==> src/arcd_defs.vh <==
`ifndef ARCD_DEFS_VH
`define ARCD_DEFS_VH
// ==========================================================================
// Command byte layout
`define ARCD_CMD_W        8
`define ARCD_DATA_W       32
`define ARCD_CNT_W        6
`define ARCD_BIT_DIR      3
`define ARCD_IDX_HI       5
`define ARCD_IDX_LO       4
// Opcode field D2..D0
`define ARCD_OP_OFFSET    3'h1
`define ARCD_OP_GAIN      3'h2
`define ARCD_OP_CONFIG    3'h3
`define ARCD_OP_SETUP     3'h5
// Upper bits D7..D6 for individual access, D7..D4 for configuration
`define ARCD_TOP2_IND     2'h0
`define ARCD_TOP4_CFG     4'h0
// Register select codes
`define ARCD_SEL_NONE     2'h0
`define ARCD_SEL_OFFSET   2'h1
`define ARCD_SEL_GAIN     2'h2
`define ARCD_SEL_SETUP    2'h3
// Direction values
`define ARCD_DIR_WRITE    1'b0
`define ARCD_DIR_READ     1'b1
`endif

==> src/arcd_decoder.v <==
`timescale 1ns/1ns
`include "arcd_defs.vh"

module arcd_decoder #(
  parameter FOUR_CH = 1,
  parameter DATA_W  = `ARCD_DATA_W
) (
  input  wire              clk_sys,
  input  wire              reset_n,
  input  wire              sclk_pin,
  input  wire              sdi_pin,
  input  wire              cs_n_pin,
  input  wire [DATA_W-1:0] reg_rdata,
  output reg               sdo_o,
  output reg               sdo_oe_n,
  output reg               reg_rd_r,
  output reg               reg_wr_r,
  output reg  [1:0]        reg_sel_r,
  output reg  [1:0]        register_index_r,
  output reg  [DATA_W-1:0] reg_wdata_r,
  output reg               cmd_bad_r
);
  // ========================================================================
  // Timing limits of the serial port
  // Serial clock is oversampled, never used as a clock
  // Each half period of it must span several system clocks
  // Select is seen two cycles late, so hold it past the last edge
  // A frame cut by select drops its partial byte or word
  // Read data must be ready in the same cycle as the read strobe

  // ========================================================================
  // Local states
  localparam ST_CMD  = 2'h0;
  localparam ST_WDAT = 2'h1;
  localparam ST_RDAT = 2'h2;

  // ========================================================================
  // Command decoding
  // Upper index pair exists only on four-channel parts
  function idx_in_range;
    input [7:0] b;
    begin
      idx_in_range = (FOUR_CH != 0) || !b[`ARCD_IDX_HI];
    end
  endfunction

  // Command decode: returns select code, NONE if the byte is not ours
  function [1:0] dec_sel;
    input [7:0] b;
    begin
      dec_sel = `ARCD_SEL_NONE;
      if (b[7:6] == `ARCD_TOP2_IND) begin
        case (b[2:0])
          `ARCD_OP_OFFSET: dec_sel = `ARCD_SEL_OFFSET;
          `ARCD_OP_GAIN:   dec_sel = `ARCD_SEL_GAIN;
          `ARCD_OP_SETUP:  dec_sel = `ARCD_SEL_SETUP;
          default:         dec_sel = `ARCD_SEL_NONE;
        endcase
        // Upper index only on four-channel parts, setup excepted
        if (!idx_in_range(b) &&
            (dec_sel == `ARCD_SEL_OFFSET || dec_sel == `ARCD_SEL_GAIN))
          dec_sel = `ARCD_SEL_NONE;
      end
    end
  endfunction

  // Configuration has its own code; index bits must be zero
  function is_cfg;
    input [7:0] b;
    begin
      is_cfg = (b[7:4] == `ARCD_TOP4_CFG) && (b[2:0] == `ARCD_OP_CONFIG);
    end
  endfunction

  // Last bit of a data word, shared by the write and read paths
  function at_word_end;
    input [`ARCD_CNT_W-1:0] c;
    begin
      at_word_end = (c == DATA_W[`ARCD_CNT_W-1:0] - 6'h01);
    end
  endfunction

  // ========================================================================
  // Pin synchronisers, two stages each before any use
  reg [1:0] sclk_s_r, sdi_s_r, csn_s_r;
  reg       sclk_d_r;
  always @(posedge clk_sys) begin
    if (!reset_n) begin
      sclk_s_r <= 2'h0;
      sdi_s_r  <= 2'h0;
      // Select starts high so no false frame follows reset
      csn_s_r  <= 2'h3;
      sclk_d_r <= 1'b0;
    end else begin
      sclk_s_r <= {sclk_s_r[0], sclk_pin};
      sdi_s_r  <= {sdi_s_r[0], sdi_pin};
      csn_s_r  <= {csn_s_r[0], cs_n_pin};
      sclk_d_r <= sclk_s_r[1];
    end
  end

  // Edge strobes from the synchronised serial clock
  wire sclk_rise = sclk_s_r[1] & ~sclk_d_r;
  wire sclk_fall = ~sclk_s_r[1] & sclk_d_r;
  wire sel_n     = csn_s_r[1];

  // ========================================================================
  // Shift engine; SCLK is only sampled at clk_sys, so it must run slower
  reg [1:0]            st_r;
  reg [`ARCD_CNT_W-1:0] cnt_r;
  reg [7:0]            cmd_r;
  reg [DATA_W-1:0]     sh_r;
  wire [7:0]           cmd_nxt = {cmd_r[6:0], sdi_s_r[1]};
  wire [1:0]           sel_nxt = dec_sel(cmd_nxt);
  wire                 cfg_nxt = is_cfg(cmd_nxt);
  // Set by a read command; the fall that ends the command byte must not shift
  reg                  skip_r;

  // One process walks the command byte, the write word and the read word
  always @(posedge clk_sys) begin
    if (!reset_n) begin
      // Idle values: port released, strobes low
      st_r             <= ST_CMD;
      skip_r           <= 1'b0;
      cnt_r            <= {`ARCD_CNT_W{1'b0}};
      cmd_r            <= 8'h00;
      sh_r             <= {DATA_W{1'b0}};
      sdo_o            <= 1'b0;
      sdo_oe_n         <= 1'b1;
      reg_rd_r         <= 1'b0;
      reg_wr_r         <= 1'b0;
      reg_sel_r        <= `ARCD_SEL_NONE;
      register_index_r <= 2'h0;
      reg_wdata_r      <= {DATA_W{1'b0}};
      cmd_bad_r        <= 1'b0;
    end else begin
      reg_rd_r <= 1'b0;
      reg_wr_r <= 1'b0;
      // Deselect aborts any partial byte or word
      if (sel_n) begin
        st_r     <= ST_CMD;
        cnt_r    <= {`ARCD_CNT_W{1'b0}};
        sdo_oe_n <= 1'b1;
        skip_r   <= 1'b0;
      end else begin
        case (st_r)
          // Command byte: eight rises, MSB first
          ST_CMD: if (sclk_rise) begin
            cmd_r <= cmd_nxt;
            // Eighth bit: decode the byte with this bit included
            if (cnt_r == 6'h07) begin
              cnt_r     <= {`ARCD_CNT_W{1'b0}};
              cmd_bad_r <= 1'b0;
              register_index_r <= cmd_nxt[`ARCD_IDX_HI:`ARCD_IDX_LO];
              if (cfg_nxt || sel_nxt != `ARCD_SEL_NONE) begin
                // Config shares the NONE code and is told apart by it
                reg_sel_r <= cfg_nxt ? `ARCD_SEL_NONE : sel_nxt;
                if (cmd_nxt[`ARCD_BIT_DIR] == `ARCD_DIR_READ) begin
                  reg_rd_r <= 1'b1;
                  skip_r   <= 1'b1;
                  st_r     <= ST_RDAT;
                end else begin
                  st_r <= ST_WDAT;
                end
              end else begin
                // Refused bytes leave the select code as it was
                cmd_bad_r <= 1'b1;                     // Not a byte for this block
              end
            end else begin
              cnt_r <= cnt_r + 6'h01;
            end
          end

          // Write word: one bit per rise, strobe on the last
          ST_WDAT: if (sclk_rise) begin
            sh_r <= {sh_r[DATA_W-2:0], sdi_s_r[1]};
            // Last bit joins the word now, not a cycle later
            if (at_word_end(cnt_r)) begin
              reg_wdata_r <= {sh_r[DATA_W-2:0], sdi_s_r[1]};
              reg_wr_r    <= 1'b1;
              cnt_r       <= {`ARCD_CNT_W{1'b0}};
              st_r        <= ST_CMD;
            end else begin
              cnt_r <= cnt_r + 6'h01;
            end
          end

          // Read word: MSB stands before the first data rise, one shift per fall
          ST_RDAT: begin
            // Read data is latched while the read strobe is high
            if (reg_rd_r) begin
              sh_r     <= reg_rdata;
              sdo_o    <= reg_rdata[DATA_W-1];
              sdo_oe_n <= 1'b0;
            end else if (sclk_fall && skip_r) begin
              // Host still has to sample the MSB on its next rise
              skip_r <= 1'b0;
            end else if (sclk_fall) begin
              sh_r  <= {sh_r[DATA_W-2:0], 1'b0};
              sdo_o <= sh_r[DATA_W-2];
              if (at_word_end(cnt_r)) begin
                cnt_r    <= {`ARCD_CNT_W{1'b0}};
                sdo_oe_n <= 1'b1;
                st_r     <= ST_CMD;
              end else begin
                cnt_r <= cnt_r + 6'h01;
              end
            end
          end
          default: st_r <= ST_CMD;
        endcase
      end
    end
  end
endmodule // arcd_decoder

==> config.mk <==
export PLATFORM = sky130hd
export DESIGN_NAME = arcd_decoder
export DESIGN_NICKNAME = d
export VERILOG_FILES = /design/src/arcd_decoder.v
export VERILOG_INCLUDE_DIRS = /design/src
export SDC_FILE = /design/constraint.sdc
export NUM_CORES = 1
export LEC_CHECK = 0
export ABC_AREA = 0
export BUFFER_PORTS_ARGS = -buffer_cell sky130_fd_sc_hd__buf_2
export CAP_MARGIN = 10
export CORE_ASPECT_RATIO = 2
export CORE_UTILIZATION = 49
export DETAILED_ROUTE_END_ITERATION = 10
export GPL_TIMING_DRIVEN = 0
export PLACE_DENSITY = 0.79
export SYNTH_ARGS = -nofsm -noshare
export SYNTH_HDL_FRONTEND = slang
export SYNTH_SLANG_ARGS = --single-unit
==> constraint.sdc <==
create_clock -name clk_sys -period 2.2 [get_ports clk_sys]
set_clock_uncertainty 0.15 [all_clocks]
set_input_delay 0.11 -clock clk_sys [delete_from_list [all_inputs] [get_ports clk_sys]]
set_output_delay 0.11 -clock clk_sys [all_outputs]
set_load 0.03 [all_outputs]
==> results.json <==
{
  "postSynthRegisterBits": 95,
  "initial_antenna_violation_count": 0,
  "synth_compound_area_share_pct": 16.2,
  "largest_net_degree_at_the_start_of_global_routing": 15,
  "root_buffer": "sky130_fd_sc_hd__clkbuf_16",
  "clk-insertion-delay-late_ps": 330,
  "drt-pass1-iter-count": 4,
  "synthToLayoutAreaGrowth_pct": 33.1,
  "globalRouteTotalUtil_pct": 25.7,
  "hpwlAfterDp_mm": 6.94,
  "port_buffers": 77,
  "vias_per_cell": 5.41,
  "via_count_of_the_first_global_routing_pass": 3702,
  "netlist.area_leader.share_pct": 48.8,
  "drt.antenna.violating_nets": 0,
  "fp.dieW_um": 65.1,
  "grt.met3_usage_pct": 3.29,
  "worst_slew_pin_tran_ps": 588,
  "slew-limit-headroom_pct": 60.8,
  "insertedDiodeCount": 0,
  "synth.cell_area_mm2": 0.00390,
  "hp-class": "primary input to flop",
  "drtIter0Drc": 159,
  "kind_of_critical_path": "flop to flop",
  "syn-instance-count": 444,
  "wire_length_of_the_first_global_routing_pass_mm": 16.5,
  "finalWorstPathRequiredPeriod_ps": 2110,
  "finalNonFillerCells": 670,
  "synth_fp_nets": 486,
  "floorplan.io_pins": 78,
  "final_net_count": 614,
  "worst_setup_path_end_kind": "flop",
  "yosysTopAreaCell": "sky130_fd_sc_hd__dfxtp_1",
  "die_area_mm2": 0.00833,
  "core_region_area_mm2": 0.00766,
  "fmax_mhz": 474,
  "status": "complete, no violations",
  "yosys-top-cells-area": "sky130_fd_sc_hd__dfxtp_1 (49%), sky130_fd_sc_hd__mux2i_1 (9.0%), sky130_fd_sc_hd__nand2_1 (8.1%)",
  "mostFrequentLayoutCell": "sky130_fd_sc_hd__dfxtp_1",
  "final_min_period_over_clock_period_pct": 96.0,
  "finalHoldViolations": 0,
  "globalRouteOverflowTotal": 0,
  "proportion_of_layout_cells_with_a_drive_suffix_above_1_pct": 23.4,
  "dp.cells": 615,
  "yosys.area_share.adder_pct": 1.61,
  "synth_cell_type_count": 45,
  "startpoint": "cnt_r[0]",
  "fp.dieH_um": 128,
  "clock_tree.buffer_depth": 2,
  "timing_max_transition_violations_final": 0,
  "tritoncts.num_buffers": 9,
  "vdd.ir_drop.worst_uv": 646,
  "drv_cap": 0,
  "setup_violators_final": 0,
  "clkTransAtPathRegs_ps": 60,
  "grt_util_met2_pct": 47.8,
  "wirelength_mm": 10.2,
  "power_density_mw_per_mm2": 660,
  "power_leakage_nw": 1.93,
  "hold-worst-slack_ps": 39.7,
  "start_util_pct": 50.9,
  "worst_hold_startpoint": "reg_rdata[20]",
  "tritoncts": "done",
  "basic_gate_share_of_the_synthesized_area_counting_and_or_nand_and_nor_cells_pct": 20.0,
  "most-common-layout-cells": "sky130_fd_sc_hd__dfxtp_1 (93), sky130_fd_sc_hd__nand2_1 (84), sky130_fd_sc_hd__buf_2 (81)",
  "timing.critical_path.arrival_ps": 2220,
  "critPathLaunchType": "flop",
  "routed-via-count": 3623,
  "seq_area_frac_synth_pct": 48.8,
  "ys_warn_count": 0,
  "wl_per_cell_um": 15.2,
  "synth_top_family_by_area": "simple AND/OR/NAND/NOR gates",
  "num_rows": 45,
  "synth-xor-area-share_pct": 0.225,
  "cts_sinks": 95,
  "crit-reg2reg-launch": "cnt_r[0]",
  "globalRoute.busiestLayer": "met2",
  "worstPathRequired_ps": 2300,
  "critical_path_maximum_fanout": 6,
  "drc": 0,
  "cts_htree_levels": 3,
  "rd_place_congestion": 0.871,
  "average_footprint_of_a_synthesized_cell_um2": 8.78,
  "synthMuxAreaShare_pct": 9.28,
  "grt_use_met1_pct": 26.0
}
==> state kept, by name, summed over array words and instances (netlist names) <==
| name | cells |
|---|---|
| reg_rd_r | 1 |
| sdo_o | 1 |
| reg_sel_r | 2 |
| cmd_bad_r | 1 |
| st_r | 2 |
| sclk_s_r | 2 |
| sdi_s_r | 2 |
| skip_r | 1 |
| reg_wdata_r | 32 |
| reg_wr_r | 1 |
| cmd_r | 7 |
| sdo_oe_n | 1 |
| csn_s_r | 2 |
| cnt_r | 6 |
| sclk_d_r | 1 |
| sh_r | 31 |
| register_index_r | 2 |
==> metal layers <==
layer	share of wire, %	up-vias	wire length [um]
li1	-	1784	-
met1	37	1727	3830
met2	56	86	5670
met3	3.0	26	307
met4	4.0	0	404
met5	0	-	0
==> path summary, 6_finish.rpt <==
kind                      end  slack, ps  cells after the start
hold reg to reg   sclk_s_r[1]        290                      1
setup reg to reg       skip_r         90                      6
hold / removal       sh_r[20]         40                      3
setup / recovery       skip_r         90                      6
==> area by class of cell <==
| class | count | area (um2) |
|---|---|---|
| fill | 630 | 2470 |
| multi-input combinational | 314 | 1910 |
| clock inverter | 3 | 42.5 |
| tap | 94 | 118 |
| buffer | 27 | 138 |
| sequential | 95 | 1900 |
| timing repair buffer | 118 | 792 |
| clock buffer | 12 | 256 |
| inverter | 7 | 26.3 |
==> critical path, cell delays in order, from the launching register on <==
cell and delay, ps:
sky130_fd_sc_hd__dfxtp_1 390, sky130_fd_sc_hd__ha_1 220, sky130_fd_sc_hd__nand3b_1 240, sky130_fd_sc_hd__nor3_2 240
sky130_fd_sc_hd__nand4_1 240, sky130_fd_sc_hd__or3_1 380, sky130_fd_sc_hd__a21oi_1 170
==> kinds of logic (layout without fill, tap and decap cells) <==
group                      Yosys count  in the layout
muxes                               36             36
DFF                                 95             95
and+or+nand+nor                    174            174
adders and majority gates            5              5
buffers and inverters               35            167
AOI/OAI and AO/OA                   98             98
xor gates and xnor gates             1              1
==> repair_timing <==
action	in CTS	in global routing
buffers inserted	1	2
hold endpoints to repair	38	0
pin swaps	2	4
setup endpoints to repair	68	63
hold buffers	38	0
gates resized for setup	16	23
==> cell usage after synthesis, drive strengths merged <==
master	n
a2111oi	1
a211o	1
a211oi	30
a21boi	1
a21oi	44
a221oi	1
a22o	1
a22oi	2
a311oi	1
a31o	2
a31oi	1
and2	7
and3	2
buf	10
clkbuf	18
clkinv	1
dfxtp	95
ha	5
inv	6
mux2	1
mux2i	35
nand2	84
nand2b	6
nand3	4
nand3b	1
nand4	2
nand4b	1
nand4bb	1
nor2	48
nor2b	3
nor3	2
nor3b	2
nor4	2
o211ai	2
o21a	1
o21ai	9
o41ai	1
or2	4
or3	4
or4	1
xor2	1
==> per-stage QoR <==
stage               TNS (ps)  total power, mW  cell area [um2]  worst slack (ps)  util (%)
floorplan                  0             1.80             3900              50.1         -
global placement       -3630             1.85             4400              -150      57.5
detailed placement     -5420             1.86             4400              -226      57.5
CTS                    -7.81             3.44             5130             -4.06      67.0
global route           -28.2             3.51             5190             -15.9      67.7
finish                     0             3.42             5190              88.8      67.7
==> power breakdown <==
group | switching, mW | leakage (nW) | internal, mW | total (mW)
Sequential | 0.00525 | 0.767 | 1.73 | 1.73
Combinational | 0.0627 | 1.02 | 0.0808 | 0.144
Clock | 0.613 | 0.145 | 0.935 | 1.55
Total | 0.681 | 1.93 | 2.74 | 3.42
(Power assumes the default switching activity.)
